[config.mk]
export PLATFORM = sky130hd
export DESIGN_NAME = aio_param_scale
export DESIGN_NICKNAME = d
export VERILOG_FILES = /design/src/core/aio_pkg.sv /design/src/core/aio_cfg_check.sv /design/src/core/aio_param_scale.sv
export SDC_FILE = /design/constraint.sdc
export NUM_CORES = 1
export LEC_CHECK = 0
export BUFFER_PORTS_ARGS = -buffer_cell sky130_fd_sc_hd__clkbuf_2
export CORE_ASPECT_RATIO = 1.2
export CORE_UTILIZATION = 50
export CTS_CLUSTER_DIAMETER = 50
export DETAILED_ROUTE_END_ITERATION = 10
export PLACE_DENSITY = 0.77
export SKIP_CTS_REPAIR_TIMING = 1
export SLEW_MARGIN = 0
export SYNTH_ARGS = -nofsm -noshare
export SYNTH_HDL_FRONTEND = slang
export SYNTH_HIERARCHICAL = 1
export SYNTH_SLANG_ARGS = --single-unit
[constraint.sdc]
create_clock -name sys_clk_i -period 2 [get_ports sys_clk_i]
set_input_delay 0.3 -clock sys_clk_i [delete_from_list [all_inputs] [get_ports sys_clk_i]]
set_output_delay 0.3 -clock sys_clk_i [all_outputs]
set_load 0.02 [all_outputs]
[src/core/aio_pkg.sv]
// constants for the analog io parameter decoder and value encoder
// assumes a 200 MHz system clock and a byte-wide record write port
package aio_pkg;
  // ************************************************
  // record layout
  // ************************************************
  localparam int REC_LEN = 14;
  localparam logic [3:0] OFS_RESERVED_HEAD = 4'h0;
  localparam logic [3:0] OFS_INTEG_TIME = 4'h1;
  localparam logic [3:0] OFS_INPUT0 = 4'h2;
  localparam logic [3:0] OFS_INPUT3 = 4'h5;
  localparam logic [3:0] OFS_OUTPUT0 = 4'h6;
  localparam logic [3:0] OFS_OUTPUT1 = 4'h7;
  localparam logic [3:0] OFS_LAST = 4'hD;
  localparam int NUM_IN = 4;
  localparam int NUM_OUT = 2;
  // ************************************************
  // field codes
  // ************************************************
  localparam logic [1:0] ITIME_16MS6 = 2'h1;
  localparam logic [1:0] ITIME_20MS = 2'h2;
  localparam logic [3:0] TYPE_OFF = 4'h0;
  localparam logic [3:0] TYPE_VOLTAGE = 4'h1;
  localparam logic [3:0] TYPE_FOUR_WIRE_RESISTANCE = 4'h4;
  localparam logic [3:0] TYPE_FOUR_WIRE_THERMOMETER = 4'h8;
  localparam logic [3:0] RANGE_OFF_OR_CLIMATE = 4'h0;
  localparam logic [3:0] RANGE_0_10V = 4'h8;
  localparam logic [3:0] RANGE_10K = 4'h9;
  // ************************************************
  // reset values
  // ************************************************
  localparam logic [7:0] RST_INPUT_CFG = 8'h80;
  localparam logic [7:0] RST_OUTPUT_CFG = 8'h18;
  localparam logic [7:0] RST_ITIME = 8'hAA;
  // ************************************************
  // value codes
  // ************************************************
  localparam logic [15:0] CODE_OVERFLOW = 16'h7FFF;
  localparam logic [15:0] CODE_UNDERFLOW = 16'h8000;
  localparam logic [15:0] CODE_FULL_SCALE = 16'h6C00;
  localparam logic [15:0] CODE_ZERO = 16'h0000;
  localparam logic [15:0] CODE_OVERDRIVE_MAX = 16'h7EFF;
  // thermometer limits in hundredths of a degree
  localparam logic [15:0] TEMP_C_MAX = 16'h3C8C;
  localparam logic [15:0] TEMP_C_MIN = 16'hC75C;
  localparam logic [15:0] TEMP_F_MAX = 16'h797C;
  localparam logic [15:0] TEMP_F_MIN = 16'hA68C;
  localparam int SIGN_BIT = 15;
endpackage

[src/core/aio_cfg_check.sv]
// checks one input channel configuration byte for support
// assumes combinational use inside the same clock domain
`timescale 1ns/100ps
module aio_cfg_check #(
  parameter int CHANNEL = 0
) (
  input wire logic [7:0] cfg_i,
  output logic bad_o,
  output logic off_o
);
  logic [3:0] typ;
  logic [3:0] rng;
  always_comb begin
    typ = cfg_i[7:4];
    rng = cfg_i[3:0];
    bad_o = 1'b1;
    off_o = 1'b0;
    case (typ)
      aio_pkg::TYPE_OFF: begin
        bad_o = 1'b0;
        off_o = 1'b1;
      end
      aio_pkg::TYPE_VOLTAGE: begin
        // voltage only on the second group
        bad_o = !(CHANNEL >= 2 && rng == aio_pkg::RANGE_0_10V);
      end
      aio_pkg::TYPE_FOUR_WIRE_RESISTANCE: begin
        bad_o = !(CHANNEL >= 2 && rng == aio_pkg::RANGE_10K);
      end
      aio_pkg::TYPE_FOUR_WIRE_THERMOMETER: begin
        bad_o = (rng != aio_pkg::RANGE_OFF_OR_CLIMATE);
      end
      default: begin
        bad_o = 1'b1;
      end
    endcase
  end
endmodule // aio_cfg_check

[src/core/aio_param_scale.sv]
// parameter record decoder and analog value encoder
// assumes record bytes come from the bus logic on sys_clk_i, one per strobe,
// and raw converter results arrive on the same clock
`timescale 1ns/100ps

module aio_param_scale #(
  parameter int RAW_W = 16
) (
  input wire logic sys_clk_i,
  input wire logic rst_i,
  input wire logic run_enter_i,
  input wire logic rec_wr_i,
  input wire logic [3:0] rec_idx_i,
  input wire logic [7:0] rec_data_i,
  input wire logic fahrenheit_i,
  input wire logic raw_valid_i,
  input wire logic [1:0] raw_ch_i,
  input wire logic signed [RAW_W-1:0] raw_i,
  input wire logic [0:0] out_ch_i,
  input wire logic out_wr_i,
  input wire logic [15:0] out_code_i,
  output logic [15:0] meas_o,
  output logic [1:0] meas_ch_o,
  output logic meas_valid_o,
  output logic [15:0] dac_code_o,
  output logic [0:0] dac_ch_o,
  output logic dac_valid_o,
  output logic [7:0] itime_o,
  output logic [31:0] in_cfg_o,
  output logic [15:0] out_cfg_o,
  output logic param_err_o,
  output logic rec_done_o
);
  // ************************************************
  // staging of the incoming record
  // ************************************************
  logic [7:0] stg_itime_q;
  logic [7:0] stg_in_q [aio_pkg::NUM_IN];
  logic [7:0] stg_out_q [aio_pkg::NUM_OUT];
  logic [3:0] cnt_q;
  logic full_q;

  always_ff @(posedge sys_clk_i) begin
    if (rst_i) begin
      cnt_q <= 4'h0;
      full_q <= 1'b0;
    end else if (rec_wr_i) begin
      if (rec_idx_i == 4'h0) begin
        cnt_q <= 4'h1;
        full_q <= 1'b0;
      end else if (rec_idx_i == cnt_q && cnt_q == aio_pkg::OFS_LAST) begin
        cnt_q <= 4'h0;
        full_q <= 1'b1;
      end else if (rec_idx_i == cnt_q) begin
        cnt_q <= cnt_q + 4'h1;
      end else begin
        cnt_q <= 4'h0;
        full_q <= 1'b0;
      end
    end else if (run_enter_i) begin
      full_q <= 1'b0;
    end
  end

  // byte 0 and bytes past the outputs store nothing
  always_ff @(posedge sys_clk_i) begin
    if (rst_i) begin
      stg_itime_q <= aio_pkg::RST_ITIME;
      for (int i = 0; i < aio_pkg::NUM_IN; i++) begin
        stg_in_q[i] <= aio_pkg::RST_INPUT_CFG;
      end
      for (int i = 0; i < aio_pkg::NUM_OUT; i++) begin
        stg_out_q[i] <= aio_pkg::RST_OUTPUT_CFG;
      end
    end else if (rec_wr_i) begin
      if (rec_idx_i == aio_pkg::OFS_INTEG_TIME) begin
        stg_itime_q <= rec_data_i;
      end else if (rec_idx_i >= aio_pkg::OFS_INPUT0 && rec_idx_i <= aio_pkg::OFS_INPUT3) begin
        stg_in_q[2'(rec_idx_i - aio_pkg::OFS_INPUT0)] <= rec_data_i;
      end else if (rec_idx_i == aio_pkg::OFS_OUTPUT0) begin
        stg_out_q[0] <= rec_data_i;
      end else if (rec_idx_i == aio_pkg::OFS_OUTPUT1) begin
        stg_out_q[1] <= rec_data_i;
      end
      // other offsets carry no meaning
    end
  end

  // ************************************************
  // live configuration, swapped in whole at run entry after a complete record
  // ************************************************
  logic [7:0] itime_q;
  logic [7:0] in_q [aio_pkg::NUM_IN];
  logic [7:0] out_q [aio_pkg::NUM_OUT];
  logic [aio_pkg::NUM_IN-1:0] bad_w;
  logic [aio_pkg::NUM_IN-1:0] off_w;
  logic [aio_pkg::NUM_IN-1:0] bad_q;
  logic [aio_pkg::NUM_IN-1:0] off_q;
  logic out_bad_w;
  logic out_bad_q;
  logic [aio_pkg::NUM_OUT-1:0] out_off_q;
  logic apply;

  assign apply = run_enter_i && full_q;

  for (genvar g = 0; g < aio_pkg::NUM_IN; g++) begin : g_chk
    aio_cfg_check #(
      .CHANNEL(g)
    ) u_chk (
      .cfg_i(stg_in_q[g]),
      .bad_o(bad_w[g]),
      .off_o(off_w[g])
    );
  end

  // shared output group: both bytes must agree on type
  function automatic logic out_cfg_bad(input logic [7:0] a, input logic [7:0] b);
    logic ok_a;
    logic ok_b;
    ok_a = (a == {aio_pkg::TYPE_OFF, aio_pkg::RANGE_OFF_OR_CLIMATE})
        || (a == {aio_pkg::TYPE_VOLTAGE, aio_pkg::RANGE_0_10V});
    ok_b = (b == {aio_pkg::TYPE_OFF, aio_pkg::RANGE_OFF_OR_CLIMATE})
        || (b == {aio_pkg::TYPE_VOLTAGE, aio_pkg::RANGE_0_10V});
    return !(ok_a && ok_b && (a[7:4] == b[7:4]));
  endfunction

  assign out_bad_w = out_cfg_bad(stg_out_q[0], stg_out_q[1]);

  always_ff @(posedge sys_clk_i) begin
    if (rst_i) begin
      itime_q <= aio_pkg::RST_ITIME;
      for (int i = 0; i < aio_pkg::NUM_IN; i++) begin
        in_q[i] <= aio_pkg::RST_INPUT_CFG;
      end
      for (int i = 0; i < aio_pkg::NUM_OUT; i++) begin
        out_q[i] <= aio_pkg::RST_OUTPUT_CFG;
      end
      bad_q <= '0;
      off_q <= '0;
      out_bad_q <= 1'b0;
      out_off_q <= '0;
    end else if (apply) begin
      // all fields together, never a half record
      itime_q <= stg_itime_q;
      for (int i = 0; i < aio_pkg::NUM_IN; i++) begin
        in_q[i] <= stg_in_q[i];
      end
      for (int i = 0; i < aio_pkg::NUM_OUT; i++) begin
        out_q[i] <= stg_out_q[i];
        out_off_q[i] <= (stg_out_q[i][7:4] == aio_pkg::TYPE_OFF);
      end
      bad_q <= bad_w;
      off_q <= off_w;
      out_bad_q <= out_bad_w;
    end
  end

  // ************************************************
  // measurement encoding
  // ************************************************
  function automatic logic [15:0] clamp(input logic signed [31:0] v, input logic signed [31:0] hi,
                                        input logic signed [31:0] lo);
    if (v > hi) begin
      return aio_pkg::CODE_OVERFLOW;
    end else if (v < lo) begin
      return aio_pkg::CODE_UNDERFLOW;
    end
    return v[15:0];
  endfunction

  logic [15:0] enc;
  logic [7:0] sel_cfg;
  logic signed [31:0] rawx;
  always_comb begin
    sel_cfg = in_q[raw_ch_i];
    rawx = 32'(raw_i);
    enc = aio_pkg::CODE_OVERFLOW;
    if (bad_q[raw_ch_i] || off_q[raw_ch_i]) begin
      enc = aio_pkg::CODE_OVERFLOW;
    end else if (sel_cfg[7:4] == aio_pkg::TYPE_FOUR_WIRE_THERMOMETER) begin
      // raw already in hundredths of the chosen unit
      if (fahrenheit_i) begin
        enc = clamp(rawx, 32'(signed'(aio_pkg::TEMP_F_MAX)), 32'(signed'(aio_pkg::TEMP_F_MIN)));
      end else begin
        enc = clamp(rawx, 32'(signed'(aio_pkg::TEMP_C_MAX)), 32'(signed'(aio_pkg::TEMP_C_MIN)));
      end
    end else begin
      // voltage and resistance raw already scaled to full scale 27648
      enc = clamp(rawx, 32'(aio_pkg::CODE_OVERDRIVE_MAX), 32'(aio_pkg::CODE_ZERO));
    end
  end

  always_ff @(posedge sys_clk_i) begin
    if (rst_i) begin
      meas_o <= aio_pkg::CODE_OVERFLOW;
      meas_ch_o <= 2'h0;
      meas_valid_o <= 1'b0;
    end else begin
      meas_valid_o <= raw_valid_i;
      if (raw_valid_i) begin
        meas_o <= enc;
        meas_ch_o <= raw_ch_i;
      end
    end
  end

  // ************************************************
  // output code handling
  // ************************************************
  logic [15:0] dac_d;
  always_comb begin
    dac_d = out_code_i;
    // signed codes above full scale or below zero give zero volts
    if (out_code_i[aio_pkg::SIGN_BIT] || out_code_i > aio_pkg::CODE_FULL_SCALE) begin
      dac_d = aio_pkg::CODE_ZERO;
    end
    if (out_bad_q || out_off_q[out_ch_i]) begin
      dac_d = aio_pkg::CODE_ZERO;
    end
  end

  always_ff @(posedge sys_clk_i) begin
    if (rst_i) begin
      dac_code_o <= aio_pkg::CODE_ZERO;
      dac_ch_o <= 1'b0;
      dac_valid_o <= 1'b0;
    end else begin
      dac_valid_o <= out_wr_i;
      if (out_wr_i) begin
        dac_code_o <= dac_d;
        dac_ch_o <= out_ch_i;
      end
    end
  end

  // ************************************************
  // status outputs
  // ************************************************
  always_ff @(posedge sys_clk_i) begin
    if (rst_i) begin
      itime_o <= aio_pkg::RST_ITIME;
      in_cfg_o <= {4{aio_pkg::RST_INPUT_CFG}};
      out_cfg_o <= {2{aio_pkg::RST_OUTPUT_CFG}};
      param_err_o <= 1'b0;
      rec_done_o <= 1'b0;
    end else begin
      itime_o <= itime_q;
      in_cfg_o <= {in_q[3], in_q[2], in_q[1], in_q[0]};
      out_cfg_o <= {out_q[1], out_q[0]};
      param_err_o <= (|bad_q) || out_bad_q;
      rec_done_o <= full_q;
    end
  end
endmodule // aio_param_scale

Word-level counts from Yosys, hierarchy flattened
Memory sizes are Yosys's and may differ from the RTL's. A register that Yosys moved wholly into a read port is not among the register bits.
Cells that the tools add are included.
{"block": "word_totals", "register_bits": 79, "mem_bits_rw": 96, "in_bits": 54, "output_inout_bits": 95, "word_cells": 182, "n_memories": 4}
{"block": "classes", "n_addsub": 2, "order_cmp": 11, "eq_ne": 22, "n_mux": 84, "n_bitwise": 8, "reduce_logical": 34}
{"memory": "in_q", "depth": 4, "word_bits": 8, "read_ports": 5, "rd_ports_with_merged_regs": 4, "wr": 4, "line": "aio_param_scale.sv:93", "rtl": "logic [7:0] in_q [aio_pkg::NUM_IN];"}
{"memory": "stg_in_q", "depth": 4, "word_bits": 8, "read_ports": 4, "rd_ports_with_merged_regs": 0, "wr": 4, "line": "aio_param_scale.sv:38", "rtl": "logic [7:0] stg_in_q [aio_pkg::NUM_IN];"}
{"memory": "out_q", "depth": 2, "word_bits": 8, "read_ports": 2, "rd_ports_with_merged_regs": 2, "wr": 2, "line": "aio_param_scale.sv:94", "rtl": "logic [7:0] out_q [aio_pkg::NUM_OUT];"}
{"memory": "stg_out_q", "depth": 2, "word_bits": 8, "read_ports": 2, "rd_ports_with_merged_regs": 0, "wr": 2, "line": "aio_param_scale.sv:39", "rtl": "logic [7:0] stg_out_q [aio_pkg::NUM_OUT];"}
{"op": "$mux 16", "count": 14}
{"op": "$mux 8", "count": 9}
{"op": "$mux 1", "count": 51}
{"op": "$eq 4x4->1 const B", "count": 10}
{"op": "$gt 16x15->1 const B", "count": 2}
{"op": "$gt 16x16->1 const B", "count": 2}
{"op": "$logic_not 4->1", "count": 7}
{"op": "$eq 4x3->1 const B", "count": 4}
{"op": "$eq 8x5->1 const B", "count": 2}
{"op": "$logic_not 8->1", "count": 2}
{"op": "$lt 16x1->1 const B", "count": 1}
{"op": "$lt 16x15->1 const B", "count": 1}
{"op": "$lt 16x16->1 const B", "count": 1}
{"op": "$reduce_bool 4->1", "count": 4}
{"op": "$eq 4x1->1 const B", "count": 3}
{"op": "$mux 4", "count": 3}
{"op": "$eq 4x4->1", "count": 2}
{"op": "$or 1x1->1", "count": 8}
{"op": "$pmux 1 s4", "count": 2}
{"op": "$reduce_or 8->1", "count": 1}
{"op": "$logic_or 1x1->1", "count": 6}
{"op": "$logic_and 1x1->1", "count": 5}
{"op": "$logic_not 1->1", "count": 5}
{"op": "$add 4x1->4 const B", "count": 1}
{"op": "12 further kinds", "count": 15}

Depth between registers and ports, before layout
Gate-level depths: netlist of the first run.
{"block": "depth", "ltp_word": 10, "depth_mapped": 7, "ltp_nobuf": 7}

Hierarchy
The synthesis of the first run kept the hierarchy.
{"mod": "aio_param_scale", "n_inst": 1, "cells_per_inst": 713, "area_each_um2": 8474.4, "seq_area_each_um2": 5425.2}
{"mod": "aio_cfg_check (g_chk[2].u_chk ...)", "n_inst": 2, "cells_per_inst": 12, "area_each_um2": 86.3, "seq_area_each_um2": 0.0}
{"mod": "aio_cfg_check (g_chk[0].u_chk ...)", "n_inst": 2, "cells_per_inst": 4, "area_each_um2": 23.8, "seq_area_each_um2": 0.0}

Worst setup path after synthesis of the first run
Ideal clock, no wire load.
{"block": "synth_timing", "kind": "input port to flip-flop", "from": "input port rst_i", "to": "memory in_q[0][0] (enable)", "setup_ns": 0.405, "arrival_time_ns": 1.676, "required_ns": 1.595, "path_slack_ns": -0.081, "cell_stages": 3, "n_path_buf": 1, "cell_sequence": "clkbuf_1 a21oi_1 inv_1"}
{"element": "from (decl)", "line": "aio_param_scale.sv:10", "rtl": "input wire logic rst_i,"}
{"element": "to (decl)", "line": "aio_param_scale.sv:93"}

==> impl_metrics.ini, run 1 <==
[routing]
routed_wl_um = 19100
vias = 6365
drtAntennaViolNets = 0
wl_per_cell_um = 16.8
avgViaCountPerCell = 5.59
drtIter0Drc = 547
first_pass_iters = 5
drc = 0

[yosys]
ys_ff_latch = 223
avgSynthCellArea_um2 = 11.7
synth_simple_gate_area_frac = 0.189
synth-xor-area-share = 0.00403
synth_top_family_by_area = simple AND/OR/NAND/NOR gates
synth.area.mux_share = 0.00921
synthesis.area_mm2 = 0.00869
ys_warn_count = 6
synth_compound_area_frac = 0.141
synthAdderAreaFrac = 0.00288
async_reset_ff_frac = 0
synth-edff-count = 96
syn-instance-count = 745
synth.distinct_cells = 73
synthFlopType = dfxtp_1
ys_seq_area_frac = 0.624
synth_nets = 801

[place]
post_dp_cell_area_mm2 = 0.00979
port_buffers = 148
hpwlAfterDp_um = 13200
placed_cells = 1096
globalplace.congestion = 0.938

[floorplanning]
start_util = 0.514
rows = 52
core_area_mm2 = 0.0169
die_area_mm2 = 0.0179
die_h_um = 146
die_w_um = 122
ioPinCount = 149

[timing]
finalMaxSlewViolations = 0
setup_violations = 0
rsz0062_at_grt = false
fmax_mhz = 519
final-hold-violation-count = 0
relSlewSlack = 0.387
fin_worst_skew_ns = 0.0116
fin_crit_sh = 0.964
period_needed_ns = 1.93
tightest_slew_ns = 0.916

[finish]
antenna-diode-count = 0
fin_nets = 962
nFillCells = 1323
multi_input_comb_area_mm2 = 0.00303
syn2layout_area_growth_pct = 22.4
fin_cells = 1138
drive_above_1_share = 0.278
final_area_mm2 = 0.0106
seqCellArea_mm2 = 0.00543

[power]
powerDensity_mw_per_mm2 = 974
sw_frac_of_total = 0.218
clkPwrFrac = 0.444
leakagePower_uw = 0.00434
combinationalPowerShare = 0.072
p_int_uw = 8100
vdd_ir_drop_max_uv = 585
power_uw = 10400
p_switching_uw = 2260
seqPwrFrac = 0.483

[critical_path]
criticalPathCategory = flop to flop
critPathMaxStageDelay_ns = 0.44
cp_slowest_cell = or2_2
required_ns = 2.39
crit_chain = nor4b_1, buf_4, a22o_1, or2_2, a311o_1, o211a_1
worst-path-buf-inv = 1
start_kind = flop
worstReg2RegStart = in_q[0][7]
r2r_slack_ns = 0.07
r2r_cells = 6
arrival_ns = 2.32
crit_path_end_kind = flop
crit_family = compound AO/OA/AOI/OAI gates
path_max_fanout = 10
worstReg2RegEnd = meas_o[8]

[global_routing]
grt-ovfl-total = 0
grt_pass1_wl_um = 29800
grt_start_max_net_pins = 53
antenna_found_initial = 0
grt_usage = 0.213
use_met1 = 0.264
grtUsageMet3 = 0.0414
grt_use_met2 = 0.357
grt_pass1_vias = 6063
top_usage_layer = met2

[clock_tree]
numCtsBuffers = 22
clock_sinks = 223
clkSlewWorstSetupHoldPaths_ns = 0.06
cts_htree_levels = 1
insertion_delay_ns = 0.50
root_buffer = clkbuf_16
cts_tree = done
clock_path_buffers = 3

[worst_hold_path]
hold_path.class = input pin to flop
hold_path_depth = 2
holdPathEnd = dac_code_o[2]
hold_start = out_code_i[2]

[outcome]
status = completed

[flow_run]
cap_violations = 0
==> kinds of logic after synthesis <==
logic type	Yosys count
and+or+nand+nor	279
DFF	223
AOI/OAI and AO/OA	168
buffers and inverters	61
muxes	8
xor gates and xnor gates	4
adders and majority gates	2
==> placed cells by master (no fill, tap or decap), drive strengths merged, types with 3 or more instances in the layout <==
cell type,synthesis,layout
clkbuf,35,177
dfxtp,127,127
edfxtp,96,96
nor2b,51,51
and3,47,47
nor2,46,46
a21oi,37,37
buf,11,33
and2,32,32
a22o,31,31
or2,18,20
o21ai,20,20
nor3,18,18
inv,15,15
nand2b,13,13
nand2,12,12
o21a,11,11
nand3,10,10
nor4,10,10
a211o,9,9
o32ai,9,9
mux2i,8,8
a211oi,7,7
a31oi,6,6
o22a,4,4
bufinv,0,4
o22ai,4,4
clkinv,0,4
or3,3,3
nor3b,3,3
clkinvlp,0,3
xor2,3,3
nor4b,3,3
nand4,3,3
==> per-layer routing <==
metal,wire length [um],vias up
li1,-,3068
met1,7790,2943
met2,9150,293
met3,1450,61
met4,728,0
met5,0,-
==> worst max path at each step <==
stage	from	endpoint	slack (ns)	cells past startpoint
floorplan	rst_i	itime_q[1]	0.03	4
global route	in_q[3][5]	meas_o[5]	0.02	5
detailed placement	in_q[3][4]	meas_o[2]	0.04	5
CTS	in_q[3][5]	meas_o[2]	-0.008	5
global placement	raw_i[6]	meas_o[8]	0.12	6
finish	in_q[0][7]	meas_o[8]	0.07	6
==> power groups by stage <==
stage	clock network [uW]	logic, uW	registers [uW]
2_1_floorplan	0	358	5170
3_3_place_gp	0	727	5100
3_5_place_dp	0	737	5110
4_1_cts	4690	740	5010
5_1_grt	4880	815	5020
6_report	4610	752	5010
==> through the flow <==
stage / utilization / setup TNS, ns / hold WS [ns] / setup slack, ns
2_1_floorplan: - / 0 / 0.404 / 0.0270
3_3_place_gp: 0.578 / 0 / 0.417 / 0.115
3_5_place_dp: 0.578 / 0 / 0.416 / 0.0419
4_1_cts: 0.628 / -0.00844 / 0.00718 / -0.00844
5_1_grt: 0.629 / 0 / 0.0117 / 0.0204
6_report: 0.629 / 0 / 0.0252 / 0.0719
==> sequential cells by signal, summed over array words and instances, names as in the netlist <==
name          cells
in_q             32
itime_q           8
full_q            1
out_bad_q         1
meas_valid_o      1
stg_in_q         32
dac_ch_o          1
out_off_q         2
cnt_q             4
stg_itime_q       8
dac_valid_o       1
dac_code_o       16
in_cfg_o         32
rec_done_o        1
bad_q             4
out_q            16
meas_o           16
stg_out_q        16
off_q             4
param_err_o       1
itime_o           8
meas_ch_o         2
out_cfg_o        16
==> cell type report <==
| type | instances | area share |
|---|---|---|
| Clock buffer | 29 | 0.0639 |
| Inverter | 15 | 0.00564 |
| Multi-Input combinational cell | 463 | 0.285 |
| Clock inverter | 11 | 0.0154 |
| Timing Repair Buffer | 181 | 0.0952 |
| Sequential cell | 223 | 0.510 |
| Tap cell | 216 | 0.0254 |
==> cell usage after synthesis, drive strengths merged (4+ instances only) <==
cell / n / area (um^2)
or2: 18 / 115
o21a: 11 / 82.6
a21oi: 37 / 185
o22a: 4 / 35.0
nand2b: 13 / 81.3
nor4: 10 / 62.6
edfxtp: 96 / 2880
a211o: 9 / 78.8
a22o: 31 / 272
a211oi: 7 / 52.6
a31oi: 6 / 37.5
o32ai: 9 / 78.8
nand3: 10 / 50.1
o21ai: 20 / 100
nor3: 18 / 90.1
inv: 15 / 56.3
nand2: 12 / 45.0
nor2: 46 / 190
and2: 32 / 203
buf: 11 / 68.8
nor2b: 51 / 319
clkbuf: 35 / 134
dfxtp: 127 / 2540
mux2i: 8 / 80.1
o22ai: 4 / 38.8
and3: 47 / 294
No activity file was read; power rests on OpenSTA's default activity.
==> inputs of run 2 (changes only) <==
--- a/config.mk
+++ b/config.mk
@@ -15,5 +15,4 @@
 export SLEW_MARGIN = 0
 export SYNTH_ARGS = -nofsm -noshare
 export SYNTH_HDL_FRONTEND = slang
-export SYNTH_HIERARCHICAL = 1
 export SYNTH_SLANG_ARGS = --single-unit
==> run 2 against run 1 <==
Effect of this change: sequential power is essentially flat; worst hold slack better by 0.0012 ns; combinational power shrank 1%; utilization fell by 0.74 points; fmax is 5.5% higher; flip-flop and latch count is the same; synthesized area increased by 0.43%; worst setup slack improved by 0.10 ns; final cell count barely moved; synthesized cell count shrank 0.54%; via count shrank 0.71%.
==> impl_metrics.ini, run 2 <==
[yosys]
synth.area.top_cells = edfxtp_1 33%, dfxtp_1 29%, nor2b_1 3.6%
syn-instance-count = 741
synth_nets = 797
ys_seq_area_frac = 0.621
synth-edff-count = 96
async_reset_ff_frac = 0
synth.distinct_cells = 70
ys_warn_count = 0
ys_ff_latch = 223
synthTopCellsByCount = 127 x dfxtp_1, 96 x edfxtp_1, 51 x nor2_1
avgSynthCellArea_um2 = 11.8
synthesis.area_mm2 = 0.00873
yosys.area.top_type = edfxtp_1
yosys.cell_count.top_type = dfxtp_1
synth_top_area_share = 0.330
synthFlopType = dfxtp_1

[worst_hold_path]
hold_path.class = input pin to flop

[routing]
drtAntennaViolNets = 0
drc = 0
vias = 6320
avgViaCountPerCell = 5.55
routed_wl_um = 19300
wl_per_cell_um = 17.0
drtIter0Drc = 431
first_pass_iters = 5

[timing]
relSlewSlack = 0.386
tightest_slew_ns = 0.917
final-hold-violation-count = 0
tns_ns = 0
fmax_mhz = 547
fin_worst_skew_ns = 0.0139
setup_violations = 0
hold_slack_ns = 0.0264
finalMaxSlewViolations = 0
setup_slack_ns = 0.172
fin_crit_sh = 0.914
period_needed_ns = 1.83

[finish]
nFillCells = 1352
layout_commonest_cell = clkbuf_2
top_regs = in_cfg_o (32), in_q (32), stg_in_q (32)
antenna-diode-count = 0
layout_common_cells = 148 x clkbuf_2, 127 x dfxtp_1, 96 x edfxtp_1
fin_nets = 963
syn2layout_area_growth_pct = 20.9
drive_above_1_share = 0.280

[place]
port_buffers = 148
dp_slack_ns = 0.0771
globalplace.congestion = 0.909
hpwlAfterDp_um = 13500

[critical_path]
start_kind = flop
arrival_ns = 2.22
required_ns = 2.40
path_max_fanout = 10
criticalPathCategory = flop to flop
crit_path_end_kind = flop

[power]
p_switching_uw = 2210
p_int_uw = 7560
clkPwrFrac = 0.412
leakagePower_uw = 0.00428
seqPwrFrac = 0.512
powerDensity_mw_per_mm2 = 925
vdd_ir_drop_max_uv = 498
sw_frac_of_total = 0.226
combinationalPowerShare = 0.076

[floorplanning]
core_area_mm2 = 0.0170
start_util = 0.514
rows = 52
die_h_um = 147
die_w_um = 123
ioPinCount = 149
die_area_mm2 = 0.0180

[global_routing]
grt_start_max_net_pins = 44
grt_pass1_vias = 6003
antenna_found_initial = 0
grt_usage = 0.217
grt-ovfl-total = 0
grt_pass1_wl_um = 30700

[clock_tree]
cts_tree = done
numCtsBuffers = 22
clkSlewWorstSetupHoldPaths_ns = 0.06
clock_path_buffers = 3
clock_sinks = 223
root_buffer = clkbuf_16
cts_htree_levels = 1
insertion_delay_ns = 0.50

[flow_run]
cap_violations = 0

[outcome]
status = completed
[run 2: worst max-delay path, stage by stage (launching register included)]
cell      delay [ns]
edfxtp_1        0.40
nor4b_2         0.30
buf_4           0.15
nand3_1         0.12
nand4_1         0.16
buf_4           0.20
o21ai_0         0.10
o32ai_1         0.31
[run 2: cells by family (layout without fill, tap and decap cells)]
| group | after synthesis | in the layout | synth area share |
|---|---|---|---|
| buffers and inverters | 64 | 246 | 0.0344 |
| adder cells (fa/ha/maj) | 2 | 2 | 0.00287 |
| XOR/XNOR | 4 | 4 | 0.00401 |
| AND/OR/NAND/NOR | 286 | 286 | 0.189 |
| flip-flops | 223 | 223 | 0.621 |
| AO/OA/AOI/OAI | 154 | 154 | 0.139 |
| multiplexers | 8 | 8 | 0.00917 |
[run 2: power by group through the flow]
stage                     combinational, uW  clock, uW  sequential, uW
final                                   742       4030            5000
after global routing                    805       4280            5020
after CTS                               741       4100            5000
after detailed placement                735          0            5100
after global placement                  722          0            5100
after floorplan                         360          0            5160
[run 2: final cells by class]
type / instances / area [um^2] / area share
flip-flops and latches: 223 / 5430 / 0.514
multi-input cells: 454 / 3030 / 0.286
repair buffers: 189 / 1050 / 0.0993
clock buffers: 34 / 688 / 0.0652
well taps: 216 / 270 / 0.0256
inverters: 17 / 67.6 / 0.00640
clock inverters: 6 / 36.3 / 0.00344
[run 2: path summary, 6_finish.rpt]
check / from / to / slack [ns] / cells past startpoint
setup / recovery: in_q[3][4] / meas_o[10] / 0.17 / 7
hold / removal: out_code_i[1] / dac_code_o[1] / 0.03 / 2
setup reg to reg: in_q[3][4] / meas_o[10] / 0.17 / 7
hold reg to reg: out_q[0][3] / out_cfg_o[3] / 0.42 / 1
[run 2: through the flow]
stage | cells | cell area [um^2] | power [uW] | utilization
floorplan | 741 | 8740 | 5520 | -
global placement | 1099 | 9820 | 5820 | 0.579
detailed placement | 1099 | 9820 | 5830 | 0.579
CTS | 1139 | 10500 | 9840 | 0.621
global route | 1139 | 10600 | 10100 | 0.622
finish | 1139 | 10600 | 9770 | 0.622
[run 2: per-layer routing]
| layer | wire length (um) | part of all wire | vias up | GRT usage |
|---|---|---|---|---|
| li1 | - | - | 3041 | - |
| met1 | 8080 | 0.42 | 3000 | 0.281 |
| met2 | 9590 | 0.50 | 243 | 0.367 |
| met3 | 1260 | 0.065 | 36 | 0.0361 |
| met4 | 408 | 0.021 | 0 | 0.0683 |
| met5 | 0 | 0 | - | 0 |
